==> src/rtl/boot_seq_pkg.sv <==
// constants, codes and state type for the boot voltage sequencer
package boot_seq_pkg;
   localparam int VID_W = 11;                      // voltage code in millivolts
   localparam logic [VID_W-1:0] BOOT_MV_00 = 11'h44C;   // 1.1 V
   localparam logic [VID_W-1:0] BOOT_MV_01 = 11'h3E8;   // 1.0 V
   localparam logic [VID_W-1:0] BOOT_MV_10 = 11'h384;   // 0.9 V
   localparam logic [VID_W-1:0] BOOT_MV_11 = 11'h320;   // 0.8 V
   localparam logic [VID_W-1:0] VID_ZERO   = 11'h000;
   localparam logic [VID_W-1:0] VID_STEP   = 11'h001;   // one millivolt per slew step
   localparam int CLK_MHZ      = 20;
   localparam int PG_EXTRA_US  = 20;
   localparam int PG_EXTRA_CYC = PG_EXTRA_US * CLK_MHZ;
   localparam int HOLD_W       = 9;
   localparam logic [HOLD_W-1:0] HOLD_LAST = HOLD_W'(PG_EXTRA_CYC - 1);
   localparam logic [HOLD_W-1:0] HOLD_ZERO = 9'h000;
   localparam logic [HOLD_W-1:0] HOLD_ONE  = 9'h001;
   localparam int SLEW_DIV_W = 16;
   localparam logic [SLEW_DIV_W-1:0] DIV_ZERO = 16'h0000;
   localparam logic [SLEW_DIV_W-1:0] DIV_ONE  = 16'h0001;

   typedef enum logic [6:0] {
      ST_IDLE      = 7'h01,
      ST_BOOT_RAMP = 7'h02,
      ST_BOOT_HOLD = 7'h04,
      ST_BOOT_DONE = 7'h08,
      ST_SVI_RUN   = 7'h10,
      ST_REC_RAMP  = 7'h20,
      ST_REC_HOLD  = 7'h40
   } seq_state_type;

   function automatic logic [VID_W-1:0] boot_decode(input logic clk, input logic dat);
      case ({clk, dat})
         2'h0:    boot_decode = BOOT_MV_00;
         2'h1:    boot_decode = BOOT_MV_01;
         2'h2:    boot_decode = BOOT_MV_10;
         default: boot_decode = BOOT_MV_11;
      endcase
   endfunction
endpackage

==> src/rtl/ramp_if.sv <==
// link between the sequencer and its slew ramp
`timescale 1ns/1ns
`default_nettype none
interface ramp_if;
   logic [boot_seq_pkg::VID_W-1:0]      target;
   logic                                clear;
   logic [boot_seq_pkg::SLEW_DIV_W-1:0] divisor;
   logic [boot_seq_pkg::VID_W-1:0]      level;
   logic                                atTarget;
   modport ctl  (output target, output clear, output divisor, input level, input atTarget);
   modport ramp (input target, input clear, input divisor, output level, output atTarget);
endinterface
`default_nettype wire

==> src/rtl/vid_slew_ramp.sv <==
// slew-limited voltage code ramp with step divider
`timescale 1ns/1ns
`default_nettype none
module vid_slew_ramp (
   input  wire logic ref_clk,
   input  wire logic nrst,
   ramp_if.ramp      rp
);
   typedef struct packed {
      logic [boot_seq_pkg::VID_W-1:0]      level;
      logic [boot_seq_pkg::SLEW_DIV_W-1:0] divCnt;
   } ramp_state_type;

   ramp_state_type s_r;
   ramp_state_type s_nxt;

   always_comb begin
      s_nxt = s_r;
      if (rp.clear) begin
         // discharged output: restart soft-start from zero
         s_nxt.level  = boot_seq_pkg::VID_ZERO;
         s_nxt.divCnt = boot_seq_pkg::DIV_ZERO;
      end else if (s_r.level == rp.target) begin
         s_nxt.divCnt = boot_seq_pkg::DIV_ZERO;
      end else if (s_r.divCnt >= rp.divisor) begin
         s_nxt.divCnt = boot_seq_pkg::DIV_ZERO;
         if (s_r.level < rp.target) begin
            s_nxt.level = s_r.level + boot_seq_pkg::VID_STEP;
         end else begin
            s_nxt.level = s_r.level - boot_seq_pkg::VID_STEP;
         end
      end else begin
         s_nxt.divCnt = s_r.divCnt + boot_seq_pkg::DIV_ONE;
      end
   end

   always_ff @(posedge ref_clk or negedge nrst) begin
      if (!nrst) begin
         s_r <= '0;
      end else begin
         s_r <= s_nxt;
      end
   end

   assign rp.level    = s_r.level;
   assign rp.atTarget = (s_r.level == rp.target);
endmodule // vid_slew_ramp
`default_nettype wire

==> src/rtl/boot_voltage_sequencer.sv <==
// boot voltage sequencing, stored boot code and power-good control
`timescale 1ns/1ns
`default_nettype none
//
// Contract
// - after shutdown release, two serial lines decode to 1.1/1.0/0.9/0.8 V
// - boot target follows the lines after shutdown release until power-good rises
// - power-ok rises after boot voltage; serial commands then replace boot lines
// - boot code is stored at the first power-good assertion after startup
// - rising shutdown control clears the stored boot code
// - power-ok falling after its first rise returns target to stored code
// - power-good low during that return until code matches, plus 20 us
// - code slews toward the target at the configured rate; shutdown clears it to zero at once
// - later power-ok rising edges leave the stored code unchanged
// - power-good comes from regulation state; a power-ok drop only clears it by starting the return to stored code
// - second ground sense above 0.9 V selects combined mode using the first
// - discharge switch on the second sense pin is on while shut down
// - at startup power-good stays low 20 us after reaching boot voltage
// - power-good is held low throughout shutdown
module boot_voltage_sequencer (
   input  wire logic                                ref_clk,
   input  wire logic                                nrst,
   input  wire logic                                shutdown_control,
   input  wire logic                                serial_vid_clock_line,
   input  wire logic                                serial_vid_data_line,
   input  wire logic                                system_power_ok_in,
   input  wire logic                                sviCmdValid,
   input  wire logic [boot_seq_pkg::VID_W-1:0]      sviCmdCode,
   input  wire logic [boot_seq_pkg::SLEW_DIV_W-1:0] slewDivisor,
   input  wire logic                                groundSenseBAboveThr,
   output var  logic                                power_good_out,
   output var  logic                                powerGoodOeN,
   output var  logic [boot_seq_pkg::VID_W-1:0]      vidCode,
   output var  logic                                combinedCoreMode,
   output var  logic                                dischargeSwitchB,
   output var  logic                                sviActive
);
   typedef struct packed {
      boot_seq_pkg::seq_state_type         state;
      logic [boot_seq_pkg::VID_W-1:0]      target;
      logic [boot_seq_pkg::VID_W-1:0]      storedCode;
      logic                                storedValid;
      logic                                pokSeen;
      logic                                pokPrev;
      logic                                shdnPrev;
      logic [boot_seq_pkg::HOLD_W-1:0]     holdCnt;
      logic                                pg;
      logic                                combined;
      logic                                discharge;
      logic                                svi;
   } seq_reg_type;

   seq_reg_type s_r;
   seq_reg_type s_nxt;
   ramp_if      rif ();

   logic [boot_seq_pkg::VID_W-1:0] bootDecoded;
   logic                           pokRise;
   logic                           pokFall;

   assign bootDecoded = boot_seq_pkg::boot_decode(serial_vid_clock_line, serial_vid_data_line);
   assign pokRise     = system_power_ok_in && !s_r.pokPrev;
   assign pokFall     = !system_power_ok_in && s_r.pokPrev;

   always_comb begin
      s_nxt           = s_r;
      s_nxt.shdnPrev  = shutdown_control;
      s_nxt.pokPrev   = system_power_ok_in;
      s_nxt.combined  = groundSenseBAboveThr;
      s_nxt.discharge = !shutdown_control;
      if (shutdown_control && !s_r.shdnPrev) begin
         s_nxt.storedValid = 1'b0;
      end
      if (!shutdown_control) begin
         // inputs ignored; power-good pulled low for the whole shutdown
         s_nxt.state   = boot_seq_pkg::ST_IDLE;
         s_nxt.pg      = 1'b0;
         s_nxt.pokSeen = 1'b0;
         s_nxt.holdCnt = boot_seq_pkg::HOLD_ZERO;
         s_nxt.target  = boot_seq_pkg::VID_ZERO;
      end else begin
         case (s_r.state)
            boot_seq_pkg::ST_IDLE: begin
               s_nxt.target = bootDecoded;
               s_nxt.state  = boot_seq_pkg::ST_BOOT_RAMP;
            end
            boot_seq_pkg::ST_BOOT_RAMP: begin
               s_nxt.target = bootDecoded;
               if (rif.atTarget && rif.level == bootDecoded) begin
                  s_nxt.state   = boot_seq_pkg::ST_BOOT_HOLD;
                  s_nxt.holdCnt = boot_seq_pkg::HOLD_ZERO;
               end
            end
            boot_seq_pkg::ST_BOOT_HOLD: begin
               s_nxt.target = bootDecoded;
               if (bootDecoded != s_r.target) begin
                  s_nxt.state = boot_seq_pkg::ST_BOOT_RAMP;
               end else if (s_r.holdCnt == boot_seq_pkg::HOLD_LAST) begin
                  s_nxt.state = boot_seq_pkg::ST_BOOT_DONE;
                  s_nxt.pg    = 1'b1;
                  if (!s_r.storedValid) begin
                     s_nxt.storedCode  = s_r.target;
                     s_nxt.storedValid = 1'b1;
                  end
               end else begin
                  s_nxt.holdCnt = s_r.holdCnt + boot_seq_pkg::HOLD_ONE;
               end
            end
            boot_seq_pkg::ST_BOOT_DONE: begin
               // stored code is not touched here on later rises
               if (pokRise) begin
                  s_nxt.state   = boot_seq_pkg::ST_SVI_RUN;
                  s_nxt.pokSeen = 1'b1;
               end else if (s_r.pokSeen && pokFall) begin
                  s_nxt.state  = boot_seq_pkg::ST_REC_RAMP;
                  s_nxt.target = s_r.storedCode;
                  s_nxt.pg     = 1'b0;
               end
            end
            boot_seq_pkg::ST_SVI_RUN: begin
               if (!system_power_ok_in) begin
                  s_nxt.state  = boot_seq_pkg::ST_REC_RAMP;
                  s_nxt.target = s_r.storedCode;
                  s_nxt.pg     = 1'b0;
               end else if (sviCmdValid) begin
                  s_nxt.target = sviCmdCode;
               end
            end
            boot_seq_pkg::ST_REC_RAMP: begin
               s_nxt.pg = 1'b0;
               if (rif.atTarget) begin
                  s_nxt.state   = boot_seq_pkg::ST_REC_HOLD;
                  s_nxt.holdCnt = boot_seq_pkg::HOLD_ZERO;
               end
            end
            boot_seq_pkg::ST_REC_HOLD: begin
               if (s_r.holdCnt == boot_seq_pkg::HOLD_LAST) begin
                  // power-ok rising again is taken only once recovery ends
                  s_nxt.state = boot_seq_pkg::ST_BOOT_DONE;
                  s_nxt.pg    = 1'b1;
               end else begin
                  s_nxt.holdCnt = s_r.holdCnt + boot_seq_pkg::HOLD_ONE;
               end
            end
            default: begin
               s_nxt.state = boot_seq_pkg::ST_IDLE;
               s_nxt.pg    = 1'b0;
            end
         endcase
      end
      // registered decode keeps the status pin glitch-free
      s_nxt.svi = (s_nxt.state == boot_seq_pkg::ST_SVI_RUN);
   end

   always_ff @(posedge ref_clk or negedge nrst) begin
      if (!nrst) begin
         s_r       <= '0;
         s_r.state <= boot_seq_pkg::ST_IDLE;
      end else begin
         s_r <= s_nxt;
      end
   end

   assign rif.target  = s_r.target;
   assign rif.clear   = s_r.discharge;
   assign rif.divisor = slewDivisor;

   vid_slew_ramp u_ramp (
      .ref_clk (ref_clk),
      .nrst    (nrst),
      .rp      (rif.ramp)
   );

   // open-drain power-good: pin data always low, enable low while pulling
   assign power_good_out   = 1'b0;
   assign powerGoodOeN     = s_r.pg;
   assign vidCode          = rif.level;
   assign combinedCoreMode = s_r.combined;
   assign dischargeSwitchB = s_r.discharge;
   assign sviActive        = s_r.svi;

   // checks
   localparam int HOLD_CYC = boot_seq_pkg::PG_EXTRA_CYC;
   logic [boot_seq_pkg::HOLD_W:0] lowAtTgt;
   always_ff @(posedge ref_clk or negedge nrst) begin
      if (!nrst) begin
         lowAtTgt <= '0;
      end else if (s_r.pg || !rif.atTarget || !shutdown_control) begin
         lowAtTgt <= '0;
      end else if (lowAtTgt < (boot_seq_pkg::HOLD_W+1)'(HOLD_CYC + 1)) begin
         lowAtTgt <= lowAtTgt + 1'b1;
      end
   end
endmodule // boot_voltage_sequencer
`default_nettype wire

==> config.mk <==
export PLATFORM = sky130hd
export DESIGN_NAME = boot_voltage_sequencer
export DESIGN_NICKNAME = d
export VERILOG_FILES = /design/src/rtl/boot_seq_pkg.sv /design/src/rtl/ramp_if.sv /design/src/rtl/vid_slew_ramp.sv /design/src/rtl/boot_voltage_sequencer.sv
export SDC_FILE = /design/constraint.sdc
export NUM_CORES = 1
export LEC_CHECK = 0
export BUFFER_PORTS_ARGS = -buffer_cell sky130_fd_sc_hd__clkbuf_2
export CORE_MARGIN = 1.5
export CORE_UTILIZATION = 35
export DETAILED_ROUTE_END_ITERATION = 10
export PLACE_DENSITY_LB_ADDON = 0.1
export SETUP_SLACK_MARGIN = 0.05
export SKIP_LAST_GASP = 1
export SYNTH_ARGS = -nofsm -noshare
export SYNTH_HDL_FRONTEND = slang
export SYNTH_SLANG_ARGS = --single-unit
==> constraint.sdc <==
create_clock -name ref_clk -period 5.98 [get_ports ref_clk]
set_input_delay 0.897 -clock ref_clk [delete_from_list [all_inputs] [get_ports ref_clk]]
set_output_delay 0.897 -clock ref_clk [all_outputs]
set_load 0.01 [all_outputs]
Word-level counts from Yosys, hierarchy flattened

Cells that the tools add are included.

Add/subtract/negate cells: 4
Multipliers: 0
Divide/modulo/power cells: 0
$lt $le $gt $ge: 2
Equality and inequality tests: 27
Shifts and indexed selects: 0
Mux-type cells: 40
Bitwise logic cells: 2
Reduce and logical (&&, ||, !) cells: 19

Operators by type and width:

| cell                                                                 | count |
|---|---|
| 11-bit 2-to-1 mux                                                    | 6 |
| 11-bit one-hot mux with 3 select lines                               | 2 |
| 7-bit one-hot mux with 7 select lines                                | 1 |
| 7-bit 2-to-1 mux                                                     | 6 |
| 18-bit 2-to-1 mux                                                    | 2 |
| 9-bit one-hot mux with 4 select lines                                | 1 |
| 16-bit 2-to-1 mux                                                    | 2 |
| 27-bit 2-to-1 mux                                                    | 1 |
| 9-bit 2-to-1 mux                                                     | 3 |
| 11-bit == test                                                       | 2 |
| 10-bit 2-to-1 mux                                                    | 2 |
| 3-bit inequality test, second input constant                         | 6 |
| 16-bit by 1-bit adder with 16-bit output, second input constant      | 1 |
| 16-bit >= comparator                                                 | 1 |
| 7-bit by 5-bit == test with 1-bit output, second input constant      | 2 |
| 1-bit 2-to-1 mux                                                     | 13 |
| 11-bit by 1-bit adder with 11-bit output, second input constant      | 1 |
| 11-bit < comparator                                                  | 1 |
| 11-bit inequality test                                               | 1 |
| 11-bit by 1-bit subtractor with 11-bit output, second input constant | 1 |
| 5-bit AND reduction                                                  | 2 |
| 9-bit by 1-bit adder with 9-bit output, second input constant        | 1 |
| 9-bit == test, second input constant                                 | 1 |
| 4-bit AND reduction                                                  | 2 |
| 22 further kinds                                                     | 33 |

Register bits after elaboration: 73
Bits in latches: 0
Memory bits (writable): 0
ROM bits: 0
Output and inout port bits: 16
Logic and storage cells: 108
Memories: 0

Logic depth before layout (Yosys ltp)

Gate-level depths: netlist of the first run.

Depth after elaboration: 8
Depth in mapped cells: 14

By module

From an unflattened synthesis of the first run, not the netlist that was laid out.

Cells, all modules: 544
Area total of the unflattened synthesis: 5056.1 µm²

Modules (own cells, without submodules):

| module                 | times used | cells each | area each (µm²) | seq. area each (µm²) |
|---|---|---|---|---|
| boot_voltage_sequencer | 1          | 275        | 2658.8          | 1152.4 |
| vid_slew_ramp          | 1          | 269        | 2397.3          | 675.6 |

Worst setup path before layout of the first run

Ideal clock, no wire load.

Path type: flip-flop to flip-flop
Start point: reg u_ramp.s_r, in the netlist u_ramp.rp.level[4]
End point: reg u_ramp.s_r, in the netlist u_ramp.rp.level[10]
Setup time: 78 ps
Data arrival time: 3673 ps
Data required time: 5902 ps
Path slack: 2230 ps
Stages on the path, launching flop included: 14
Buffers on the path: 0
Clock period less this slack: 3750 ps
Cells stage by stage: dfrtp_1 > ha_1 > nand4_1 > a21oi_1 > nor3_1 > o21ai_0 > ha_1 > a21oi_1 > o22ai_1 > o41ai_1 > o21ai_0 > xnor2_1 > or3_1 > a21oi_1

Longest elaborated chain between the ends: 5
Elaborated cells on any way between the ends: 10

Ends and longest elaborated chain:

| item                                                                  | line                | RTL |
|---|---|---|
| start, declared                                                       | vid_slew_ramp.sv:14 | `ramp_state_type s_r;` |
| start signal, assigned                                                | vid_slew_ramp.sv:41 | `s_r <= s_nxt;` |
| 11-bit by 1-bit subtractor with 11-bit output (tied with other cells) | vid_slew_ramp.sv:30 | `s_nxt.level = s_r.level - boot_seq_pkg::VID_STEP;` |
| 11-bit 2-to-1 mux                                                     | vid_slew_ramp.sv:27 | `if (s_r.level < rp.target) begin` |
| 11-bit 2-to-1 mux                                                     | vid_slew_ramp.sv:25 | `end else if (s_r.divCnt >= rp.divisor) begin` |
| 11-bit 2-to-1 mux                                                     | vid_slew_ramp.sv:23 | `end else if (s_r.level == rp.target) begin` |
| 27-bit 2-to-1 mux                                                     | vid_slew_ramp.sv:19 | `if (rp.clear) begin` |

Several ways; a longest one is shown, not always the timed one. The select of a mux whose other input is x is not followed.
A chain may end at the register's enable or synchronous reset.

Worst setup path after layout of the first run

Same ends and word-level chain as after synthesis.

==> results of run 1 <==
sequential cells by signal (all words and copies together), names as in the netlist:
name              cells
combinedCoreMode      1
powerGoodOeN          1
u_ramp.s_r           16
rif.target           11
sviActive             1
u_ramp.rp.level      11
s_r                  31
dischargeSwitchB      1
through the flow:
stage / utilization [%] / area (sq um) / hold slack, ns / setup slack (ns) / total power (W)
CTS: 41.1 / 5530 / 0.458 / 2.37 / 0.00168
global route: 41.1 / 5530 / 0.506 / 2.10 / 0.00176
floorplan: - / 4890 / 0.434 / 2.23 / 0.000974
finish: 41.1 / 5530 / 0.463 / 2.39 / 0.00165
detailed placement: 38.8 / 5220 / 0.456 / 2.41 / 0.00109
global placement: 38.8 / 5220 / 0.442 / 2.49 / 0.00108
worst paths after layout:
path | to | slack (ns) | start | cells after the start
worst max-delay path | u_ramp.rp.level[10]$_DFFE_PN0P_ | 2.39 | u_ramp.rp.level[4]$_DFFE_PN0P_ | 14
worst min-delay path | s_r[16]$_DFF_PN0_ | 0.46 | s_r[13]$_DFF_PN0_ | 2
worst max register to register | u_ramp.rp.level[10]$_DFFE_PN0P_ | 2.39 | u_ramp.rp.level[4]$_DFFE_PN0P_ | 14
worst min register to register | s_r[16]$_DFF_PN0_ | 0.46 | s_r[13]$_DFF_PN0_ | 2
max in group asynchronous | s_r[8]$_DFFE_PN0P_ | 4.66 | nrst | 1
min in group asynchronous | u_ramp.rp.level[5]$_DFFE_PN0P_ | 0.71 | nrst | 1
worst min-delay path, cell delays in order, from the launching register on:
cell                      delay, ns
sky130_fd_sc_hd__dfrtp_1       0.32
sky130_fd_sc_hd__o21ai_0       0.07
sky130_fd_sc_hd__nand2_1       0.05
logic make-up (layout without fill, tap and decap cells):
kind of cell    Yosys count  after routing
other cells               1              1
simple gates            200            200
buf+inv                  67            111
flops                    73             73
xor+xnor                 29             29
mux                       9              9
fa+ha+maj                44             44
compound gates          116            116
cells in the mapped netlist, drive strengths merged (4+ instances only):
| library cell | instances |
|---|---|
| nor2 | 76 |
| nand3 | 23 |
| xor2 | 13 |
| nor2b | 7 |
| nand4 | 7 |
| nand2 | 32 |
| o21ai | 26 |
| a21oi | 32 |
| ha | 43 |
| a21o | 6 |
| dfrtp | 72 |
| nor3 | 17 |
| and2 | 5 |
| inv | 42 |
| clkbuf | 5 |
| a211oi | 14 |
| xnor2 | 16 |
| a31oi | 4 |
| and3 | 7 |
| mux2i | 9 |
| buf | 20 |
| a221oi | 7 |
| nor4 | 5 |
power breakdown:
part           internal, W  leakage [nW]  switching [W]
Sequential        0.000535         0.997      0.0000423
Clock             0.000363         0.152       0.000212
Combinational     0.000195          1.55       0.000305
routing by layer:
metal,vias to the layer above,track usage (%)
met5,-,0
met4,0,5.22
met3,17,4.75
met2,53,28.4
met1,1842,22.2
li1,1980,-
layout make-up:
cell class | count | area (sq um)
Clock buffer | 10 | 229
Clock inverter | 6 | 82.6
Fill cell | 1370 | 7930
Inverter | 42 | 158
Multi-Input combinational cell | 399 | 2730
Sequential cell | 73 | 1830
Tap cell | 176 | 220
Timing Repair Buffer | 53 | 278
cells in the final DEF, fill, tap and decap left out, drive strengths merged, types with 6 or more instances in the layout:
master,netlist,routed
nor3,17,17
xor2,13,13
and3,7,7
ha,43,43
clkbuf,5,58
o21ai,26,26
nor2,76,76
dfrtp,72,72
a21o,6,6
a21oi,32,32
nand3,23,23
nand2,32,32
mux2i,9,9
nand4,7,7
inv,42,42
xnor2,16,16
a221oi,7,7
a211oi,14,14
nor2b,7,7
==> results.py, run 1 <==
metrics = {
    "cts": {
        "cts-root-buf": "sky130_fd_sc_hd__clkbuf_16",
        "postCtsResizedCells": 0,
        "clock_tree_from_tritoncts": "yes",
        "h-tree-depth": 3,
        "hold_bufs_at_cts": 0,
        "cts_setup_buffers": 0,
        "numCtsBuffers": 9,
        "cts-root-to-sink-buffers": 2,
        "worst_skew_pair.late_latency_ns": 0.34,
        "clkTransAtPathRegs_ns": 0.06,
        "cts_num_sinks": 73,
    },
    "synthesis": {
        "synth_flop_cell": "sky130_fd_sc_hd__dfrtp_1",
        "synth.distinct_cells": 72,
        "syn-mean-instance-area_sq_um": 9.07,
        "synthMuxAreaShare_pct": 1.84,
        "post_synthesis_sequential_area_ratio_pct": 37.4,
        "yosys.area_share.xor_xnor_pct": 5.20,
        "synth-seq-cells": 73,
        "syn-num-nets": 618,
        "post_synth_instance_area_sq_um": 4890,
        "synth_enable_flop_cells": 0,
        "netlist.area_leader.share_pct": 36.9,
        "yosys-top-cells-area": "sky130_fd_sc_hd__dfrtp_1, sky130_fd_sc_hd__ha_1, sky130_fd_sc_hd__nor2_1, sky130_fd_sc_hd__a21oi_1, sky130_fd_sc_hd__inv_1",
        "yosysWarningCount": 0,
        "synthAdderAreaFrac_pct": 11.4,
        "largest_family_of_logic_cells_by_synthesized_area": "simple AND/OR/NAND/NOR gates",
        "synth_simple_gate_area_share_pct": 20.9,
        "synthesis.instances": 539,
        "postSynth.asyncResetShare_pct": 100,
        "synth_top_cell_by_area": "sky130_fd_sc_hd__dfrtp_1",
        "compound_cell_area_share_of_the_yosys_netlist_pct": 16.5,
    },
    "timing": {
        "hold_violations": 0,
        "period_utilisation_layout_pct": 60.1,
        "count_of_pins_over_their_slew_limit": 0,
        "transition_at_the_pin_with_the_smallest_max_transition_slack_ns": 1.14,
        "max_freq_mhz": 278,
        "rsz0062_at_grt": "false",
        "relSlewSlack_pct": 23.7,
        "finalSetupViolations": 0,
        "worst_setup_skew_after_layout_ns": 0.00492,
        "fin_crit_period_ns": 3.59,
        "setup_total_negative_slack_ns": 0,
    },
    "critical_path": {
        "startpoint_class_of_the_critical_path": "flop",
        "critical-path-slowest-cell": "sky130_fd_sc_hd__dfrtp_1",
        "critPathKind": "flop to flop",
        "path_delay_family": "compound AO/OA/AOI/OAI gates",
        "crit_path_end_kind": "flop",
        "crit_fanout": 12,
        "timing.critical_path.required_ns": 6.25,
        "path_buf_inv": 1,
        "arrival_time_of_the_worst_setup_path_ns": 3.86,
        "crit_chain": "ha_1 -> a211oi_1 -> nor2_1 -> nor3_1 -> o21ai_0 -> buf_4 -> fa_1 -> a21oi_1 -> o22ai_1 -> o41ai_1 -> o21ai_0 -> xnor2_1 -> or3_1 -> a21oi_1",
        "critPathMaxStageDelay_ns": 0.46,
    },
    "worst_hold_path": {
        "hp-class": "flop to flop",
    },
    "drt": {
        "met3_wirelength_um": 408,
        "drtAntennaViolNets": 0,
        "detailroute.via_count": 3892,
        "remaining_drc_errors": 0,
        "detail_route.iter0.violations": 234,
        "routed.top_layer": "met4",
        "post_drt_wl_per_cell_um": 15.3,
        "wl_met1_um": 5410,
        "route.final.wire_length_um": 11600,
        "tritonroute_pass_1_iters": 4,
        "avgViaCountPerCell": 5.13,
        "detailroute.wirelength.met2_um": 5560,
    },
    "final_layout": {
        "post_route_cells_drive_above_1_share_pct": 15.1,
        "areaGrowthSynthToFinish_pct": 13.1,
        "num_antenna_cells": 0,
        "nets": 657,
        "stdcell_count": 759,
    },
    "grt": {
        "grt.overflow.total": 0,
        "grt_max_degree": 74,
        "grt_first_pass_wirelength_um": 19700,
        "global_route.usage.total_pct": 17.3,
        "first_global_vias": 3931,
        "antenna_violations_before_repair": 0,
    },
    "power_and_ir_drop": {
        "static-leakage-power_nw": 2.70,
        "powerDensity_nw_per_um2": 299,
        "ir_worst_vdd_uv": 133,
    },
    "flow_run": {
        "drv.max_cap_violation_count": 0,
    },
    "run_status": {
        "status": "finished clean",
    },
    "floorplan": {
        "core_sq_um": 13500,
        "die_area_sq_um": 14700,
        "rows": 42,
        "dieWidth_um": 121,
        "die-height_um": 121,
        "start_util_pct": 36.3,
        "boundaryPins": 51,
    },
    "placement": {
        "dp.final_hpwl_um": 8420,
        "numPlacedInstances": 743,
        "numPortBuffers": 49,
        "globalplace.congestion": 0.804,
    },
}
Note: power is estimated with default switching activity, not from simulation.
==> run 2: changes to the inputs <==
- clock period: 5.98 -> 3.3 ns (I/O delays scaled with it)
==> run 2 against run 1 <==
Critical path depth rose by 1. Clock skew rose by 0.0037 ns. First-iteration DRC count fell by 6.4%. Clock power rose by 110%. Flip-flop and latch count did not move.
==> results.py, run 2 (synthesized netlist as in run 1, its figures left out) <==
metrics = {
    "cts": {
        "clock_tree_from_tritoncts": "yes",
        "cts_num_sinks": 73,
        "worst_skew_pair.late_latency_ns": 0.34,
        "hold_bufs_at_cts": 0,
        "cts-root-to-sink-buffers": 2,
        "clkTransAtPathRegs_ns": 0.06,
        "cts-root-buf": "sky130_fd_sc_hd__clkbuf_16",
        "numCtsBuffers": 9,
        "h-tree-depth": 3,
    },
    "timing": {
        "rsz0062_at_grt": "true",
        "max_freq_mhz": 315,
        "timing.final.ws_setup_ns": 0.129,
        "finalSetupViolations": 0,
        "period_utilisation_layout_pct": 96.1,
        "worst_setup_skew_after_layout_ns": 0.00863,
        "transition_at_the_pin_with_the_smallest_max_transition_slack_ns": 1.15,
        "hold_ws_ns": 0.260,
        "fin_crit_period_ns": 3.17,
        "hold_violations": 0,
        "count_of_pins_over_their_slew_limit": 0,
        "relSlewSlack_pct": 22.8,
    },
    "floorplan": {
        "die-height_um": 121,
        "die_area_sq_um": 14700,
        "dieWidth_um": 121,
        "core_sq_um": 13500,
        "rows": 42,
        "boundaryPins": 51,
        "start_util_pct": 36.3,
    },
    "drt": {
        "post_drt_wl_per_cell_um": 15.7,
        "drtAntennaViolNets": 0,
        "avgViaCountPerCell": 5.14,
        "tritonroute_pass_1_iters": 4,
        "route.final.wire_length_um": 12300,
        "detail_route.iter0.violations": 219,
        "remaining_drc_errors": 0,
        "detailroute.via_count": 4046,
    },
    "placement": {
        "dp.final_hpwl_um": 8650,
        "numPortBuffers": 49,
        "place_ws_ns": -0.0137,
        "numPlacedInstances": 759,
        "globalplace.congestion": 0.763,
        "placed_cell_area_sq_um": 5350,
    },
    "final_layout": {
        "seqCellArea_sq_um": 1830,
        "commonest_cells_after_routing_fill_and_taps_aside": "sky130_fd_sc_hd__nor2_1, sky130_fd_sc_hd__dfrtp_1, sky130_fd_sc_hd__clkbuf_2, sky130_fd_sc_hd__inv_1",
        "stdcell_count": 787,
        "nets": 686,
        "largest_register_ff_count": 31,
        "post_route_cells_drive_above_1_share_pct": 25.0,
        "fin_area_sq_um": 6040,
        "final_core_utilization_pct": 44.9,
        "register_containing_the_most_flip_flops_in_the_final_layout": "s_r",
        "fill_cells": 1352,
        "num_antenna_cells": 0,
        "areaGrowthSynthToFinish_pct": 23.6,
        "multiInputGateArea_sq_um": 2960,
        "layout.cells.most_common": "sky130_fd_sc_hd__nor2_1",
        "biggestRegsByFlops": "s_r: 31 flops, u_ramp.s_r: 16 flops",
    },
    "grt": {
        "grt_max_degree": 74,
        "grt_first_pass_wirelength_um": 20300,
        "grt.overflow.total": 0,
        "antenna_violations_before_repair": 0,
        "first_global_vias": 4131,
        "global_route.usage.total_pct": 17.8,
    },
    "critical_path": {
        "crit_fanout": 6,
        "timing.critical_path.required_ns": 3.57,
        "startpoint_class_of_the_critical_path": "flop",
        "crit_path_end_kind": "flop",
        "crit_chain": "inv_2 -> ha_4 -> nand4_1 -> a21oi_2 -> nor3_2 -> o21ai_4 -> buf_6 -> ha_4 -> a21oi_2 -> o211ai_1 -> nor3_2 -> a21oi_2 -> or4_1 -> a41o_1 -> a21oi_2",
        "critPathKind": "flop to flop",
        "path_delay_family": "compound AO/OA/AOI/OAI gates",
        "crit_path_frequent_cell": "sky130_fd_sc_hd__a21oi_2",
        "critPathMaxStageDelay_ns": 0.41,
        "path_buf_inv": 2,
        "critical-path-slowest-cell": "sky130_fd_sc_hd__or4_1",
        "arrival_time_of_the_worst_setup_path_ns": 3.44,
    },
    "power_and_ir_drop": {
        "static-leakage-power_nw": 2.88,
        "ir_worst_vdd_uv": 303,
        "powerDensity_nw_per_um2": 569,
    },
    "run_status": {
        "status": "finished clean",
    },
    "worst_hold_path": {
        "hp-class": "input port to flop",
    },
    "flow_run": {
        "drv.max_cap_violation_count": 0,
    },
}
==> run 2: cell types whose count changed in the layout (fill, tap and decap cells not counted), sizes merged <==
cell    before  now
clkinv       3    0
bufinv       2    4
buf          5   34
==> run 2: stage by stage <==
| stage | TNS [ns] | power [W] |
|---|---|---|
| detailed placement | -0.0137 | 0.00201 |
| global route | -0.0804 | 0.00364 |
| finish | 0 | 0.00344 |
| floorplan | 0 | 0.00177 |
| CTS | 0 | 0.00326 |
| global placement | 0 | 0.00200 |
==> run 2: repair_timing <==
item                                   4_1_cts  5_1_grt
cloned                                       0        0
setup endpoints to repair                    2        3
endpoints found under the hold margin        0        0
resized for setup                            2       37
pin swaps                                    0       12
setup buffers                                0       13
==> run 2: worst paths after layout <==
kind                       slack (ns)                       from                              to  cells after the start
setup reg to reg                 0.13  rif.target[6]$_DFFE_PN0P_  u_ramp.rp.level[9]$_DFFE_PN0P_                     15
setup / recovery                 0.13  rif.target[6]$_DFFE_PN0P_  u_ramp.rp.level[9]$_DFFE_PN0P_                     15
max in group asynchronous        2.33                       nrst             s_r[22]$_DFFE_PN0P_                      1
hold / removal                   0.26       groundSenseBAboveThr      combinedCoreMode$_DFF_PN0_                      1
hold reg to reg                  0.46          s_r[13]$_DFF_PN0_               s_r[16]$_DFF_PN0_                      2
min in group asynchronous        0.29                       nrst  u_ramp.rp.level[6]$_DFFE_PN0P_                      1
==> run 2: area by class of cell <==
class | instances | share of cell area [%]
clock buffer | 10 | 3.96
clock inverter | 5 | 2.11
inverter | 42 | 2.61
multi-input combinational | 399 | 49.1
sequential | 73 | 30.3
tap | 176 | 3.65
timing repair buffer | 82 | 8.33
==> run 2: report_power, final <==
group          switching, W  total [W]  internal [W]
clock network      0.000388    0.00122      0.000832
logic              0.000655    0.00117      0.000514
registers         0.0000801    0.00105      0.000969
==> run 2: routing by layer <==
layer  vias up  track usage, %  routed length (um)  part of all wire, %
li1       2030               -                   -                    -
met4         0            5.66                 142                  1.2
met3        12            4.04                 385                  3.1
met1      1939            22.7                5690                   46
met5         -               0                   0                    0
met2        65            30.0                6110                   50
==> run 3: changes to the inputs <==
- REMOVE_ABC_BUFFERS: default -> 1
==> run 3 against run 2 <==
Register-to-register slack worse by 0.05 ns. Critical endpoint unchanged. Sequential share of layout area up 0.73 points. Total power is 8.4% lower. Maximum frequency down 1.5%. Die area stayed put. Critical path depth increased by 1. Routed wire length is 3.9% lower. Non-clock buffer count grew 7.
==> results.py, run 3 (synthesized netlist as in run 1, its figures left out) <==
metrics = {
    "run_status": {
        "status": "finished clean",
    },
    "flow_run": {
        "drv.max_cap_violation_count": 0,
    },
    "cts": {
        "numCtsBuffers": 9,
        "h-tree-depth": 3,
        "worst_skew_pair.late_latency_ns": 0.33,
        "clock_tree_from_tritoncts": "yes",
        "cts-root-to-sink-buffers": 2,
        "cts_num_sinks": 73,
        "cts-root-buf": "sky130_fd_sc_hd__clkbuf_16",
        "hold_bufs_at_cts": 0,
        "clkTransAtPathRegs_ns": 0.06,
    },
    "timing": {
        "count_of_pins_over_their_slew_limit": 0,
        "finalSetupViolations": 0,
        "transition_at_the_pin_with_the_smallest_max_transition_slack_ns": 1.12,
        "max_freq_mhz": 311,
        "hold_ws_ns": 0.270,
        "hold_violations": 0,
        "fin_crit_period_ns": 3.22,
        "rsz0062_at_grt": "true",
        "relSlewSlack_pct": 24.9,
        "period_utilisation_layout_pct": 97.5,
        "worst_setup_skew_after_layout_ns": 0.00674,
    },
    "placement": {
        "dp.final_hpwl_um": 8500,
        "placed_cell_area_sq_um": 5460,
        "globalplace.congestion": 0.829,
        "numPortBuffers": 49,
    },
    "floorplan": {
        "rows": 42,
        "dieWidth_um": 121,
        "boundaryPins": 51,
        "core_sq_um": 13500,
        "die-height_um": 121,
        "start_util_pct": 36.3,
        "die_area_sq_um": 14700,
    },
    "final_layout": {
        "final_core_utilization_pct": 43.8,
        "num_antenna_cells": 0,
        "nets": 693,
        "biggestRegsByFlops": "s_r: 31 flops, u_ramp.s_r: 16 flops",
        "post_route_cells_drive_above_1_share_pct": 22.0,
        "register_containing_the_most_flip_flops_in_the_final_layout": "s_r",
        "fin_area_sq_um": 5900,
        "largest_register_ff_count": 31,
        "layout.cells.most_common": "sky130_fd_sc_hd__nor2_1",
        "areaGrowthSynthToFinish_pct": 20.7,
        "commonest_cells_after_routing_fill_and_taps_aside": "sky130_fd_sc_hd__nor2_1, sky130_fd_sc_hd__dfrtp_1, sky130_fd_sc_hd__clkbuf_2, sky130_fd_sc_hd__inv_1, sky130_fd_sc_hd__buf_4",
    },
    "drt": {
        "drtAntennaViolNets": 0,
        "route.final.wire_length_um": 11900,
        "detail_route.iter0.violations": 239,
        "detailroute.via_count": 4129,
        "avgViaCountPerCell": 5.19,
        "tritonroute_pass_1_iters": 4,
        "post_drt_wl_per_cell_um": 14.9,
        "remaining_drc_errors": 0,
    },
    "power_and_ir_drop": {
        "static-leakage-power_nw": 2.89,
        "share_of_power_burned_in_combinational_logic_pct": 34.9,
        "powerDensity_nw_per_um2": 534,
        "power.switching_fraction_pct": 33.1,
        "net_switching_component_of_the_power_w": 0.00104,
        "internal_power_w": 0.00211,
        "clock_power_share_pct": 32.2,
        "p_seq_share_pct": 32.9,
        "totalPowerFinal_w": 0.00315,
        "ir_worst_vdd_uv": 243,
    },
    "critical_path": {
        "critPathKind": "flop to flop",
        "rr_worst_depth": 16,
        "crit_path_end_kind": "flop",
        "timing.critical_path.required_ns": 3.56,
        "arrival_time_of_the_worst_setup_path_ns": 3.48,
        "startpoint_class_of_the_critical_path": "flop",
        "crit_fanout": 7,
    },
    "grt": {
        "grt_first_pass_wirelength_um": 19900,
        "first_global_vias": 4063,
        "global_route.usage.total_pct": 17.1,
        "grt.overflow.total": 0,
        "grt_max_degree": 74,
        "antenna_violations_before_repair": 0,
    },
    "worst_hold_path": {
        "hold_depth": 1,
        "hp-class": "input port to flop",
    },
}
## run 3: cell count changes in the layout (fill, tap and decap cells not counted), moves of 7 or more
cell	change
sky130_fd_sc_hd__buf_4	+8
sky130_fd_sc_hd__ha_1	+7
sky130_fd_sc_hd__ha_4	-7
sky130_fd_sc_hd__inv_1	+7
sky130_fd_sc_hd__inv_2	-7
## run 3: final timing paths
check / from / end / slack [ns]
setup / recovery: rif.target[8]$_DFFE_PN0P_ / u_ramp.rp.level[9]$_DFFE_PN0P_ / 0.08
hold / removal: groundSenseBAboveThr / combinedCoreMode$_DFF_PN0_ / 0.27
setup reg to reg: rif.target[8]$_DFFE_PN0P_ / u_ramp.rp.level[9]$_DFFE_PN0P_ / 0.08
hold reg to reg: s_r[13]$_DFF_PN0_ / s_r[16]$_DFF_PN0_ / 0.47
max in group asynchronous: nrst / s_r[27]$_DFFE_PN0P_ / 2.35
min in group asynchronous: nrst / u_ramp.rp.level[9]$_DFFE_PN0P_ / 0.30
## run 3: area by class of cell
type,count,area [sq um]
clock inverter,2,35.0
tap,176,220
sequential,73,1830
clock buffer,14,274
multi-input combinational,399,2830
fill,1375,7560
inverter,42,158
timing repair buffer,89,552
## run 3: power by group through the flow
stage	Combinational, W	Clock, W	Sequential, W
floorplan	0.000677	0	0.00104
global placement	0.00103	0	0.00105
detailed placement	0.00103	0	0.00105
CTS	0.00106	0.00104	0.00104
global route	0.00124	0.00108	0.00104
finish	0.00110	0.00101	0.00104
## run 3: critical path, stage by stage (launching register included)
cell	delay, ns
sky130_fd_sc_hd__dfrtp_1	0.34
sky130_fd_sc_hd__inv_1	0.04
sky130_fd_sc_hd__ha_1	0.30
sky130_fd_sc_hd__a21o_1	0.16
sky130_fd_sc_hd__a21o_1	0.18
sky130_fd_sc_hd__a21oi_2	0.16
sky130_fd_sc_hd__o21ai_1	0.09
sky130_fd_sc_hd__buf_4	0.18
sky130_fd_sc_hd__buf_6	0.14
sky130_fd_sc_hd__ha_4	0.22
sky130_fd_sc_hd__a21oi_4	0.16
sky130_fd_sc_hd__o211ai_1	0.14
sky130_fd_sc_hd__nor3_1	0.15
sky130_fd_sc_hd__a21oi_1	0.08
sky130_fd_sc_hd__or4_1	0.50
sky130_fd_sc_hd__a41o_1	0.20
sky130_fd_sc_hd__a21oi_2	0.10
## run 3: per-layer routing
metal  global-route usage (%)  vias up  share of wire (%)
li1                         -     2052                  -
met1                     22.8     1972                 48
met2                     27.7       92                 47
met3                     3.95       13                4.1
met4                     4.78        0                1.1
met5                        0        -                  0
## run 3: what timing repair did
item / CTS / global route
buffers inserted: 0 / 3
pin swaps: 7 / 12
endpoints found under the setup margin: 2 / 2
resized for setup: 10 / 7
## run 3: metrics by stage
stage	setup WS [ns]	TNS, ns	instances
final	0.0814	0	795
after detailed placement	-0.189	-0.199	776
after floorplan	-0.506	-0.867	514
after CTS	0.0628	0	792
after global placement	-0.0387	-0.0387	776
after global routing	-0.0613	-0.116	795
